## src/arsp_consts.svh

```systemverilog
`ifndef ARSP_CONSTS_SVH
`define ARSP_CONSTS_SVH

// Clock
`define ARSP_CLK_PERIOD_NS 50

// Output word layout
`define ARSP_BIT_EOC 23
`define ARSP_BIT_FILL 22
`define ARSP_BIT_SIGN 21
`define ARSP_BIT_MSB 20
`define ARSP_LAST_FALL 5'h17
`define ARSP_SCK_CYCLES 24

// Result clamp limits, full scale plus and minus one step
`define ARSP_POS_CLAMP 20'sh1_0000
`define ARSP_NEG_CLAMP 20'shE_FFFF

// Configuration reset values
`define ARSP_REJ_DEFAULT 2'h0

// Conversion clock
`define ARSP_EXT_MIN_KHZ 10
`define ARSP_EXT_DET_CYC ((1000000 / `ARSP_EXT_MIN_KHZ + `ARSP_CLK_PERIOD_NS - 1) / `ARSP_CLK_PERIOD_NS)
`define ARSP_NOTCH_DIV 5120
`define ARSP_INT_OSC_DIV 64

// Internal serial clock output phase limit
`define ARSP_OUT_MAX_US 620
`define ARSP_OUT_MAX_CYC ((`ARSP_OUT_MAX_US * 1000) / `ARSP_CLK_PERIOD_NS)

`endif

```

## src/arsp_pkg.sv

```systemverilog
package arsp_pkg;

  typedef enum logic [1:0] {
    ARSP_ST_CONV = 2'b00,
    ARSP_ST_SLEEP = 2'b01,
    ARSP_ST_SHIFT = 2'b10
  } arsp_state_t;

  typedef logic [3:0] arsp_echo_t;

endpackage : arsp_pkg

```

## src/arsp_cclk_if.sv

```systemverilog
`timescale 1ns/10ps
interface arsp_cclk_if;
  logic conv_tick;
  logic frame_tick;
  logic ext_present;
  logic osc_en;
  modport src (output conv_tick, output frame_tick, output ext_present, output osc_en);
  modport sink (input conv_tick, input frame_tick, input ext_present, input osc_en);
endinterface : arsp_cclk_if

```

## src/arsp_cclk_gen.sv

```systemverilog
`timescale 1ns/10ps
`include "arsp_consts.svh"
module arsp_cclk_gen #(
  parameter int unsigned INT_OSC_DIV = `ARSP_INT_OSC_DIV,
  parameter int unsigned DET_CYC = `ARSP_EXT_DET_CYC,
  parameter int unsigned NOTCH_DIV = `ARSP_NOTCH_DIV
) (
  // Clock and reset
  input wire logic ref_clk_in,
  input wire logic rst_n_in,
  // Rejection clock pin
  input wire logic rejection_clock_pin_in,
  // Conversion clock status and ticks
  arsp_cclk_if.src cif
);

  localparam logic [11:0] DET_L = 12'(DET_CYC);
  localparam logic [7:0] OSC_L = 8'(INT_OSC_DIV - 1);
  localparam logic [12:0] NOTCH_L = 13'(NOTCH_DIV - 1);

  logic pin_q_r;
  logic [11:0] idle_cnt_r;
  logic [7:0] osc_cnt_r;
  logic [12:0] frame_cnt_r;
  logic pin_rise;
  logic osc_wrap;
  logic tick_nxt;

  assign pin_rise = rejection_clock_pin_in & ~pin_q_r;
  assign osc_wrap = cif.osc_en & (osc_cnt_r == OSC_L);
  assign tick_nxt = cif.ext_present ? pin_rise : osc_wrap;

  always_ff @(posedge ref_clk_in) begin
    if (!rst_n_in) begin
      pin_q_r <= 1'b0;
    end else begin
      pin_q_r <= rejection_clock_pin_in;
    end
  end

  // External clock detection and oscillator shutdown
  always_ff @(posedge ref_clk_in) begin
    if (!rst_n_in) begin
      idle_cnt_r <= 12'h000;
      cif.ext_present <= 1'b0;
      cif.osc_en <= 1'b1;
    end else if (pin_rise) begin
      idle_cnt_r <= 12'h000;
      cif.ext_present <= 1'b1; // RULE16
      cif.osc_en <= 1'b0; // RULE16
    end else if (idle_cnt_r == DET_L) begin
      cif.ext_present <= 1'b0; // RULE18
      cif.osc_en <= 1'b1; // RULE18
    end else begin
      idle_cnt_r <= idle_cnt_r + 12'h001;
    end
  end

  // Internal oscillator divider, stopped while an external clock runs
  always_ff @(posedge ref_clk_in) begin
    if (!rst_n_in || !cif.osc_en || osc_wrap) begin
      osc_cnt_r <= 8'h00;
    end else begin
      osc_cnt_r <= osc_cnt_r + 8'h01;
    end
  end

  // Conversion clock tick and filter frame; a source change only shifts tick timing
  always_ff @(posedge ref_clk_in) begin
    if (!rst_n_in) begin
      cif.conv_tick <= 1'b0;
      cif.frame_tick <= 1'b0;
      frame_cnt_r <= 13'h0000;
    end else begin
      cif.conv_tick <= tick_nxt; // RULE19
      cif.frame_tick <= tick_nxt & (frame_cnt_r == NOTCH_L); // RULE17
      if (tick_nxt) begin
        frame_cnt_r <= (frame_cnt_r == NOTCH_L) ? 13'h0000 : frame_cnt_r + 13'h0001;
      end
    end
  end

  AST_EXT_LOSS: assert property (@(posedge ref_clk_in) disable iff (!rst_n_in) // RULE18
    (idle_cnt_r == DET_L && !pin_rise) |=> (!cif.ext_present && cif.osc_en))
    else $error("external clock loss did not re-enable the oscillator");

  AST_EXT_FOUND: assert property (@(posedge ref_clk_in) disable iff (!rst_n_in) // RULE16
    pin_rise |=> (cif.ext_present && !cif.osc_en && idle_cnt_r == 12'h000))
    else $error("external clock edge did not stop the oscillator");

  AST_FRAME_DIV: assert property (@(posedge ref_clk_in) disable iff (!rst_n_in) // RULE17
    cif.frame_tick |-> ($past(frame_cnt_r) == NOTCH_L && cif.conv_tick))
    else $error("filter frame tick not on the last conversion tick");

endmodule : arsp_cclk_gen

```

## src/arsp_result_port.sv

```systemverilog
`timescale 1ns/10ps
`include "arsp_consts.svh"
// Functional notes
// RULE1 - 24-bit word: status, 17-bit result, echo
// RULE2 - Extra clocks after 24th ignored, output one
// RULE3 - Early chip select rise aborts, restarts conversion
// RULE4 - Bit 23 high converting, low when done
// RULE5 - Bit 22 filler always low
// RULE6 - Bit 21 high for positive or zero
// RULE7 - Bits 21,20 both high over, low under
// RULE8 - Last four bits echo gain and temp
// RULE9 - Zero, minus one, minus full scale codes
// RULE10 - Out of range clamps one step beyond
// RULE11 - Chip select high: output off, clocks ignored
// RULE12 - Done flag on output changes in real time
// RULE13 - Each later bit presented on falling edge
// RULE14 - After 24th fall, next done flag shown
// RULE15 - Rejection mode written, defaults simultaneous 50/60
// RULE16 - Detect external clock, stop internal oscillator
// RULE17 - External clock notch at frequency over 5120
// RULE18 - No external clock: internal oscillator mode
// RULE19 - Clock source change does not disturb output
// RULE20 - Internal clock output: 24 cycles, 0.62ms
// RULE21 - Temperature select forces gain one, normal speed
// RULE22 - Result captured at completion, held through sleep
module arsp_result_port #(
  parameter int unsigned OUT_MAX_CYC = `ARSP_OUT_MAX_CYC,
  parameter int unsigned INT_OSC_DIV = `ARSP_INT_OSC_DIV,
  parameter int unsigned DET_CYC = `ARSP_EXT_DET_CYC,
  parameter int unsigned NOTCH_DIV = `ARSP_NOTCH_DIV
) (
  // Clock and reset
  input wire logic ref_clk_in,
  input wire logic rst_n_in,
  // Serial port pins
  input wire logic cs_n_in,
  input wire logic sck_in,
  input wire logic sck_internal_in,
  output logic sck_out,
  output logic sck_oe_n_out,
  output logic serial_data_out,
  output logic serial_data_oe_n_out,
  // Conversion engine
  input wire logic conv_done_in,
  input wire logic signed [19:0] conv_value_in,
  output logic conv_start_out,
  output logic conv_busy_out,
  output logic [2:0] conv_gain_out,
  output logic conv_speed_2x_out,
  output logic conv_temp_out,
  // Configuration
  input wire logic gain_select_hi_in,
  input wire logic gain_select_mid_in,
  input wire logic gain_select_lo_in,
  input wire logic temp_input_select_in,
  input wire logic speed_2x_in,
  input wire logic rejection_wr_in,
  input wire logic [1:0] rejection_mode_in,
  output logic [1:0] rejection_mode_out,
  // Conversion clock
  input wire logic rejection_clock_pin_in,
  output logic conv_clk_tick_out,
  output logic filter_frame_tick_out,
  output logic int_osc_en_out,
  output logic ext_clk_present_out
);

  localparam logic [13:0] OUT_MAX_L = 14'(OUT_MAX_CYC);
  localparam logic [8:0] HALF_L = 9'(OUT_MAX_CYC / (2 * `ARSP_SCK_CYCLES) - 1);

  arsp_pkg::arsp_state_t state_r;
  arsp_pkg::arsp_state_t state_nxt;
  logic [4:0] bit_cnt_r;
  logic [23:0] word_r;
  logic sck_q_r;
  logic sck_gen_r;
  logic [8:0] half_cnt_r;
  logic [13:0] out_tmr_r;
  logic boot_r;
  logic conv_start_r;
  logic conv_busy_r;
  logic [2:0] conv_gain_r;
  logic conv_speed_r;
  logic conv_temp_r;
  logic [1:0] rej_r;
  logic sdo_r;
  logic sdo_nxt;
  logic sdo_oe_n_r;
  logic sck_oe_n_r;
  logic tick_r;
  logic frame_r;
  logic osc_en_r;
  logic ext_r;
  logic sck_eff;
  logic sck_fall;
  logic end_out;
  logic start_nxt;
  logic gen_run;

  arsp_cclk_if cif ();

  arsp_cclk_gen #(
    .INT_OSC_DIV(INT_OSC_DIV),
    .DET_CYC(DET_CYC),
    .NOTCH_DIV(NOTCH_DIV)
  ) u_cclk (
    .ref_clk_in(ref_clk_in),
    .rst_n_in(rst_n_in),
    .rejection_clock_pin_in(rejection_clock_pin_in),
    .cif(cif)
  );

  // Result coding with clamping one step beyond full scale
  function automatic logic [17:0] arsp_encode(input logic signed [19:0] v);
    logic signed [19:0] c;
    c = v;
    if (v > `ARSP_POS_CLAMP) begin
      c = `ARSP_POS_CLAMP; // RULE10
    end else if (v < `ARSP_NEG_CLAMP) begin
      c = `ARSP_NEG_CLAMP; // RULE10
    end
    arsp_encode = {~c[19], c[16:0]}; // RULE6 RULE7 RULE9
  endfunction : arsp_encode

  // Serial clock source and falling edge, ignored while deselected
  assign sck_eff = sck_internal_in ? sck_gen_r : sck_in;
  assign sck_fall = sck_q_r & ~sck_eff & ~cs_n_in; // RULE11

  assign end_out = (state_r == arsp_pkg::ARSP_ST_SHIFT) &&
                   (cs_n_in || // RULE3
                    (sck_fall && bit_cnt_r == `ARSP_LAST_FALL) || // RULE14
                    (sck_internal_in && out_tmr_r == OUT_MAX_L)); // RULE20
  assign start_nxt = boot_r | end_out;
  assign gen_run = sck_internal_in && !cs_n_in && !end_out &&
                   (state_r == arsp_pkg::ARSP_ST_SLEEP || state_r == arsp_pkg::ARSP_ST_SHIFT);

  // Port state machine
  always_comb begin
    state_nxt = state_r;
    case (state_r)
      arsp_pkg::ARSP_ST_CONV: begin
        if (conv_done_in) begin
          state_nxt = arsp_pkg::ARSP_ST_SLEEP;
        end
      end
      arsp_pkg::ARSP_ST_SLEEP: begin
        if (sck_fall) begin
          state_nxt = arsp_pkg::ARSP_ST_SHIFT; // RULE13
        end
      end
      arsp_pkg::ARSP_ST_SHIFT: begin
        if (end_out) begin
          state_nxt = arsp_pkg::ARSP_ST_CONV; // RULE3 RULE14
        end
      end
      default: begin
        state_nxt = arsp_pkg::ARSP_ST_CONV;
      end
    endcase
  end

  always_ff @(posedge ref_clk_in) begin
    if (!rst_n_in) begin
      state_r <= arsp_pkg::ARSP_ST_CONV;
      boot_r <= 1'b1;
      conv_start_r <= 1'b0;
    end else begin
      state_r <= state_nxt;
      boot_r <= 1'b0;
      conv_start_r <= start_nxt;
    end
  end

  // Bit counter advanced on falling serial clock edges
  always_ff @(posedge ref_clk_in) begin
    if (!rst_n_in || end_out || state_r == arsp_pkg::ARSP_ST_CONV) begin
      bit_cnt_r <= 5'h00; // RULE2
    end else if (sck_fall) begin
      bit_cnt_r <= bit_cnt_r + 5'h01; // RULE13
    end
  end

  // Result word capture at completion, held until the next completion
  always_ff @(posedge ref_clk_in) begin
    if (!rst_n_in) begin
      word_r <= 24'h00_0000;
    end else if (state_r == arsp_pkg::ARSP_ST_CONV && conv_done_in) begin
      word_r <= {1'b0, 1'b0, arsp_encode(conv_value_in), conv_gain_r, conv_temp_r}; // RULE1 RULE5 RULE8 RULE22
    end
  end

  // Conversion settings latched at start; temperature input overrides
  always_ff @(posedge ref_clk_in) begin
    if (!rst_n_in) begin
      conv_gain_r <= 3'h0;
      conv_speed_r <= 1'b0;
      conv_temp_r <= 1'b0;
    end else if (start_nxt) begin
      conv_gain_r <= temp_input_select_in ? 3'h0 :
                     {gain_select_hi_in, gain_select_mid_in, gain_select_lo_in}; // RULE21
      conv_speed_r <= temp_input_select_in ? 1'b0 : speed_2x_in; // RULE21
      conv_temp_r <= temp_input_select_in;
    end
  end

  always_ff @(posedge ref_clk_in) begin
    if (!rst_n_in) begin
      conv_busy_r <= 1'b0;
    end else if (start_nxt) begin
      conv_busy_r <= 1'b1;
    end else if (conv_done_in) begin
      conv_busy_r <= 1'b0;
    end
  end

  // Line rejection mode
  always_ff @(posedge ref_clk_in) begin
    if (!rst_n_in) begin
      rej_r <= `ARSP_REJ_DEFAULT; // RULE15
    end else if (rejection_wr_in) begin
      rej_r <= rejection_mode_in; // RULE15
    end
  end

  // Internal serial clock generator and output phase timer
  always_ff @(posedge ref_clk_in) begin
    if (!rst_n_in || !gen_run) begin
      sck_gen_r <= 1'b1;
      half_cnt_r <= 9'h000;
    end else if (half_cnt_r == HALF_L) begin
      sck_gen_r <= ~sck_gen_r; // RULE20
      half_cnt_r <= 9'h000;
    end else begin
      half_cnt_r <= half_cnt_r + 9'h001;
    end
  end

  always_ff @(posedge ref_clk_in) begin
    if (!rst_n_in || !gen_run) begin
      out_tmr_r <= 14'h0000;
    end else if (out_tmr_r != OUT_MAX_L) begin
      out_tmr_r <= out_tmr_r + 14'h0001; // RULE20
    end
  end

  always_ff @(posedge ref_clk_in) begin
    if (!rst_n_in) begin
      sck_q_r <= 1'b1;
    end else begin
      sck_q_r <= sck_eff;
    end
  end

  // Serial data output selection
  always_comb begin
    sdo_nxt = 1'b1;
    case (state_r)
      arsp_pkg::ARSP_ST_CONV: begin
        sdo_nxt = 1'b1; // RULE2 RULE4 RULE12
      end
      arsp_pkg::ARSP_ST_SLEEP: begin
        sdo_nxt = 1'b0; // RULE4 RULE12
      end
      arsp_pkg::ARSP_ST_SHIFT: begin
        sdo_nxt = word_r[5'd23 - bit_cnt_r]; // RULE1 RULE13
      end
      default: begin
        sdo_nxt = 1'b1;
      end
    endcase
  end

  always_ff @(posedge ref_clk_in) begin
    if (!rst_n_in) begin
      sdo_r <= 1'b1;
      sdo_oe_n_r <= 1'b1;
      sck_oe_n_r <= 1'b1;
    end else begin
      sdo_r <= sdo_nxt;
      sdo_oe_n_r <= cs_n_in; // RULE11
      sck_oe_n_r <= ~sck_internal_in;
    end
  end

  // Conversion clock status registered to the pins
  always_ff @(posedge ref_clk_in) begin
    if (!rst_n_in) begin
      tick_r <= 1'b0;
      frame_r <= 1'b0;
      osc_en_r <= 1'b1;
      ext_r <= 1'b0;
    end else begin
      tick_r <= cif.conv_tick;
      frame_r <= cif.frame_tick; // RULE17
      osc_en_r <= cif.osc_en; // RULE16 RULE18
      ext_r <= cif.ext_present;
    end
  end

  assign sck_out = sck_gen_r;
  assign sck_oe_n_out = sck_oe_n_r;
  assign serial_data_out = sdo_r;
  assign serial_data_oe_n_out = sdo_oe_n_r;
  assign conv_start_out = conv_start_r;
  assign conv_busy_out = conv_busy_r;
  assign conv_gain_out = conv_gain_r;
  assign conv_speed_2x_out = conv_speed_r;
  assign conv_temp_out = conv_temp_r;
  assign rejection_mode_out = rej_r;
  assign conv_clk_tick_out = tick_r;
  assign filter_frame_tick_out = frame_r;
  assign int_osc_en_out = osc_en_r;
  assign ext_clk_present_out = ext_r;

  AST_DESELECT_HIZ: assert property (@(posedge ref_clk_in) disable iff (!rst_n_in) // RULE11
    (cs_n_in && state_r != arsp_pkg::ARSP_ST_SHIFT) |=> (serial_data_oe_n_out && $stable(bit_cnt_r)))
    else $error("output driven or clock counted while deselected");

  AST_BUSY_FLAG: assert property (@(posedge ref_clk_in) disable iff (!rst_n_in) // RULE4
    (state_r == arsp_pkg::ARSP_ST_CONV) |=> serial_data_out)
    else $error("done flag low during conversion");

  AST_DONE_FLAG: assert property (@(posedge ref_clk_in) disable iff (!rst_n_in) // RULE12
    (state_r == arsp_pkg::ARSP_ST_CONV && conv_done_in && !cs_n_in) |=> ##1 !serial_data_out)
    else $error("done flag did not fall at completion");

  AST_ABORT: assert property (@(posedge ref_clk_in) disable iff (!rst_n_in) // RULE3
    (state_r == arsp_pkg::ARSP_ST_SHIFT && cs_n_in) |=>
      (conv_start_out && state_r == arsp_pkg::ARSP_ST_CONV && bit_cnt_r == 5'h00))
    else $error("early deselect did not restart conversion");

  AST_LAST_FALL: assert property (@(posedge ref_clk_in) disable iff (!rst_n_in) // RULE14
    (state_r == arsp_pkg::ARSP_ST_SHIFT && sck_fall && bit_cnt_r == `ARSP_LAST_FALL && !cs_n_in) |=>
      (state_r == arsp_pkg::ARSP_ST_CONV && conv_start_out) ##1 serial_data_out)
    else $error("24th falling edge did not show the next done flag");

  AST_EXTRA_CLOCKS: assert property (@(posedge ref_clk_in) disable iff (!rst_n_in) // RULE2
    (state_r == arsp_pkg::ARSP_ST_CONV && !conv_done_in && sck_fall) |=>
      (bit_cnt_r == 5'h00 && state_r == arsp_pkg::ARSP_ST_CONV) ##1 serial_data_out)
    else $error("extra clock during conversion was not ignored");

  AST_WORD_FORMAT: assert property (@(posedge ref_clk_in) disable iff (!rst_n_in) // RULE1
    (state_r == arsp_pkg::ARSP_ST_CONV && conv_done_in) |=>
      (word_r[`ARSP_BIT_EOC] == 1'b0 && word_r[`ARSP_BIT_FILL] == 1'b0 &&
       word_r[3:0] == $past({conv_gain_r, conv_temp_r})))
    else $error("captured word has wrong status or echo");

  AST_FILLER: assert property (@(posedge ref_clk_in) disable iff (!rst_n_in) // RULE5
    (state_r == arsp_pkg::ARSP_ST_SHIFT && bit_cnt_r == 5'h01) |=> !serial_data_out)
    else $error("filler bit not low");

  AST_OVERRANGE: assert property (@(posedge ref_clk_in) disable iff (!rst_n_in) // RULE7
    (state_r == arsp_pkg::ARSP_ST_CONV && conv_done_in && conv_value_in > `ARSP_POS_CLAMP) |=>
      (word_r[`ARSP_BIT_SIGN:`ARSP_BIT_MSB] == 2'b11 && word_r[19:4] == 16'h0000))
    else $error("overrange code wrong");

  AST_UNDERRANGE: assert property (@(posedge ref_clk_in) disable iff (!rst_n_in) // RULE10
    (state_r == arsp_pkg::ARSP_ST_CONV && conv_done_in && conv_value_in < `ARSP_NEG_CLAMP) |=>
      (word_r[`ARSP_BIT_SIGN:`ARSP_BIT_MSB] == 2'b00 && word_r[19:4] == 16'hFFFF))
    else $error("underrange code wrong");

  AST_ZERO_CODE: assert property (@(posedge ref_clk_in) disable iff (!rst_n_in) // RULE9
    (state_r == arsp_pkg::ARSP_ST_CONV && conv_done_in && conv_value_in == 20'sh0_0000) |=>
      (word_r[21:4] == 18'h2_0000))
    else $error("zero input code wrong");

  AST_HOLD: assert property (@(posedge ref_clk_in) disable iff (!rst_n_in) // RULE22
    (state_r != arsp_pkg::ARSP_ST_CONV) |=> $stable(word_r))
    else $error("result word changed before shift out");

  AST_TEMP_GAIN: assert property (@(posedge ref_clk_in) disable iff (!rst_n_in) // RULE21
    (start_nxt && temp_input_select_in) |=> (conv_gain_out == 3'h0 && !conv_speed_2x_out && conv_temp_out))
    else $error("temperature input did not force gain and speed");

  AST_REJ_DEFAULT: assert property (@(posedge ref_clk_in) // RULE15
    $rose(rst_n_in) |-> (rejection_mode_out == `ARSP_REJ_DEFAULT))
    else $error("rejection mode not at default after reset");

  AST_OUT_LIMIT: assert property (@(posedge ref_clk_in) disable iff (!rst_n_in) // RULE20
    (state_r == arsp_pkg::ARSP_ST_SHIFT && sck_internal_in && !cs_n_in && out_tmr_r == OUT_MAX_L) |=>
      (state_r == arsp_pkg::ARSP_ST_CONV))
    else $error("internal clock output phase overran its limit");

endmodule : arsp_result_port
```

## config.mk

```make
export PLATFORM = sky130hd
export DESIGN_NAME = arsp_result_port
export DESIGN_NICKNAME = d
export VERILOG_FILES = /design/src/arsp_pkg.sv /design/src/arsp_cclk_if.sv /design/src/arsp_cclk_gen.sv /design/src/arsp_result_port.sv
export VERILOG_INCLUDE_DIRS = /design/src
export SDC_FILE = /design/constraint.sdc
export NUM_CORES = 1
export LEC_CHECK = 0
export ABC_AREA = 0
export ABC_CLOCK_PERIOD_IN_PS = 1900
export BUFFER_PORTS_ARGS = -buffer_cell sky130_fd_sc_hd__buf_2
export CORE_ASPECT_RATIO = 0.5
export CORE_MARGIN = 4
export CORE_UTILIZATION = 53
export CTS_BUF_LIST = sky130_fd_sc_hd__clkbuf_16
export DETAILED_ROUTE_END_ITERATION = 7
export GPL_ROUTABILITY_DRIVEN = 0
export PLACE_DENSITY = 0.76
export RECOVER_POWER = 100
export SYNTH_ARGS = -nofsm -noshare
export SYNTH_HDL_FRONTEND = slang
export SYNTH_SLANG_ARGS = --single-unit
```

## constraint.sdc

```tcl
create_clock -name ref_clk_in -period 1.9 [get_ports ref_clk_in]
set_input_delay 0.095 -clock ref_clk_in [delete_from_list [all_inputs] [get_ports ref_clk_in]]
set_output_delay 0.095 -clock ref_clk_in [all_outputs]
set_load 0.02 [all_outputs]
```

==> results.toml <==
[placement]
place_area_um2 = 5448
portBuffers = 51
hpwl_mm = 7.058

[critical_path]
cp_slowest_cell = "or4b_4"
end_kind = "flip-flop"
path_cells = "or4b_4, nor4_4, buf_6, nor3_4, or3b_1, a21oi_1"
cp_max_fo = 4
worstSetupPathType = "reg -> reg"
worstPathRequired_ns = 2.18
start_kind = "flip-flop"
cp_data_arrival_time_ns = 2.18
max_stage_delay_ns = 0.54

[die]
core_area_um2 = 8889
die_w_um = 144.7
boundaryPins = 52
initial_core_util = 0.5569
rows = 24
die_y_um = 76.34
die_area_um2 = 11040

[final_layout]
layout.nets = 685
fin_area_um2 = 5807
drive_gt1_frac = 0.1462
syn2layout_area_growth_pct = 17.32
nFillCells = 757
n_antenna_cell = 0

[clock_tree]
insertion_delay_ns = 0.34
cts.clk_slew.worst_paths_ns = 0.07
htreeDepth = 3
cts_tree = "done"
cts_buffers = 9
root_buffer = "clkbuf_16"
cts_buffer_depth = 2
cts_sinks = 109

[power]
power.leakage_uw = 0.002231
peakVddDrop_mv = 0.4176
power_density_nw_per_um2 = 834.7

[drt]
viasPerCell = 5.449
wirelength_mm = 10.37
via_count = 4103
firstDrtPassIters = 4
drt-initial-drc-count = 183
ant_nets = 0
detail_route.wl_per_cell_um = 13.78
route.detailed.drc = 0

[global_routing]
grt_start_max_net_pins = 40
first_global_vias = 3871
grt_first_pass_wirelength_mm = 17.51
grt_overflow = 0
antenna_found_initial = 0
grt_use_total = 0.1903

[sta]
setup_viol = 1
clock_skew_ns = 0.005974
slew_viol_final = 0
fmax_mhz = 526.0
fin_crit_sh = 1.001
tightest_slew_ns = 0.6432
maxSlewHeadroom = 0.5701
fin_ws_ns = -0.001206
hold_viol = 0
whs_ns = 0.0005961
rsz0062_at_grt = "yes"
fin_crit_ns = 1.901

[outcome]
violations = "setup timing"
status = "complete, but fails checks"

[yosys]
synth_seq_cells = 109
syn-num-nets = 614
synth_warnings = 0
synth_top_cell_area_share = 0.4408
netlist_instances = 564
ys_async_sr_fraction = 0
ys_types = 58
syn_avg_cell_area_um2 = 8.776
seq_area_frac_synth = 0.4408
synth.largest_area_cell = "dfxtp_1"
synth_edf_count = 0
synth.area.top_cells = "dfxtp_1, nor2_1, xor2_1, ha_1, xnor2_1"
ys.flop_type = "dfxtp_1"
syn_area_um2 = 4950

[job]
drv_cap = 0

[hold_path]
hold_path.class = "in -> reg"
per-layer routing:
metal | global-route usage | share of wire
met2 | 0.3255 | 0.48
met3 | 0.05266 | 0.037
met1 | 0.2358 | 0.47
met4 | 0.05028 | 0.013
met5 | 0 | 0
synth_stat cells (all sizes together), types with 2 or more instances:
library cell and instances:
nor4 11, xor2 22, xnor2 19, a21o 3, a2bb2oi 16, a2111oi 2, o2111ai 2, nand4 13
nand3 29, and2 10, o21ai 12, nor2b 7, a21bo 2, o22ai 2, inv 23, nand4b 2
and4 3, a31oi 2, nand2b 5, a211o 4, mux4 3, buf 3, nor2 98, or4b 2
nor3b 4, clkbuf 20, dfxtp 109, and3 11, a21oi 28, or3b 3, nand3b 8, nor3 6
a32oi 2, or3 4, nand2 38, mux2i 9, or4 2, ha 15
layout by cell type, fill, tap and decap left out, types with 3 or more instances in the layout:
cell type	n
a211o_1	4
a21o_1	3
a21oi_1	27
a2bb2oi_1	16
and2_0	4
and2_1	6
and3_1	11
and4_1	3
buf_2	32
buf_4	24
clkbuf_1	19
clkbuf_16	10
dfxtp_1	108
dlygate4sd3_1	3
ha_1	15
inv_1	26
mux2i_1	9
mux4_2	3
nand2_1	37
nand2b_1	4
nand3_1	28
nand3b_1	8
nand4_1	13
nor2_1	98
nor2b_1	7
nor3_1	5
nor3b_1	3
nor4_1	10
o21ai_0	9
or3_1	4
xnor2_1	19
xor2_1	22
critical path: cells and delay by family (launching register included):
family,cells,cell delay (ns)
AO/OA/AOI/OAI,1,0.13
buffers and inverters,1,0.17
AND/OR/NAND/NOR,4,1.21
flip-flops,1,0.33
what timing repair did:
item	in CTS	in global routing
hold buffers	3	0
pin swaps	12	5
setup endpoints to repair	22	36
hold endpoints to repair	3	0
cloned	1	2
resized for setup	9	9
buffers inserted	1	1
path summary, 6_finish.rpt:
check / from / endpoint / slack, ns / cells past startpoint
hold / removal: rejection_mode_in[1] / rejection_mode_out[1] / 0.0006 / 3
setup reg to reg: out_tmr_r[2] / state_r[1] / -0.001 / 6
setup / recovery: out_tmr_r[2] / state_r[1] / -0.001 / 6
hold reg to reg: u_cclk.cif.conv_tick / conv_clk_tick_out / 0.44 / 1
where the power goes:
group	switching [uW]	total, uW	leakage [uW]	internal, uW
Combinational	443	776	0.00122	334
Sequential	68.8	2480	0.000887	2410
Clock	749	1590	0.000127	845
Total	1260	4850	0.00223	3590
flip-flops by register name, indices dropped and copies added (netlist names), 2 cells and up:
signal and flops:
half_cnt_r 9, u_cclk.idle_cnt_r 12, state_r 2, out_tmr_r 14
u_cclk.osc_cnt_r 8, u_cclk.frame_cnt_r 13, conv_gain_out 3, word_r 22
bit_cnt_r 5, rejection_mode_out 2
through the flow:
stage | util | instances | TNS, ns | worst slack [ns] | power [uW]
after floorplan | - | 564 | 0 | 0.009092 | 3036
after global placement | 0.6129 | 733 | -0.1349 | -0.02263 | 3247
after detailed placement | 0.6129 | 733 | -1.098 | -0.08845 | 3262
after CTS | 0.6488 | 750 | -0.06877 | -0.02409 | 4869
after global routing | 0.6533 | 753 | -1.258 | -0.07860 | 5075
final | 0.6533 | 753 | -0.001206 | -0.001206 | 4847
kinds of logic (layout without fill, tap and decap cells):
| group | Yosys count | in the layout | synth area share |
|---|---|---|---|
| flops | 109 | 109 | 0.4408 |
| xor+xnor | 41 | 41 | 0.07255 |
| compound gates | 82 | 83 | 0.1138 |
| mux | 13 | 13 | 0.03412 |
| fa+ha+maj | 15 | 15 | 0.03792 |
| simple gates | 258 | 259 | 0.2639 |
| buf+inv | 46 | 116 | 0.03690 |
cell type report:
type	count	area (um2)	area share
clock inverters	3	11.26	0.001939
clock buffers	9	225.2	0.03878
repair buffers	81	498.0	0.08576
inverters	23	86.33	0.01487
well taps	117	146.4	0.02521
flip-flops and latches	109	2183	0.3760
multi-input cells	411	2656	0.4574
(Power assumes the default switching activity.)
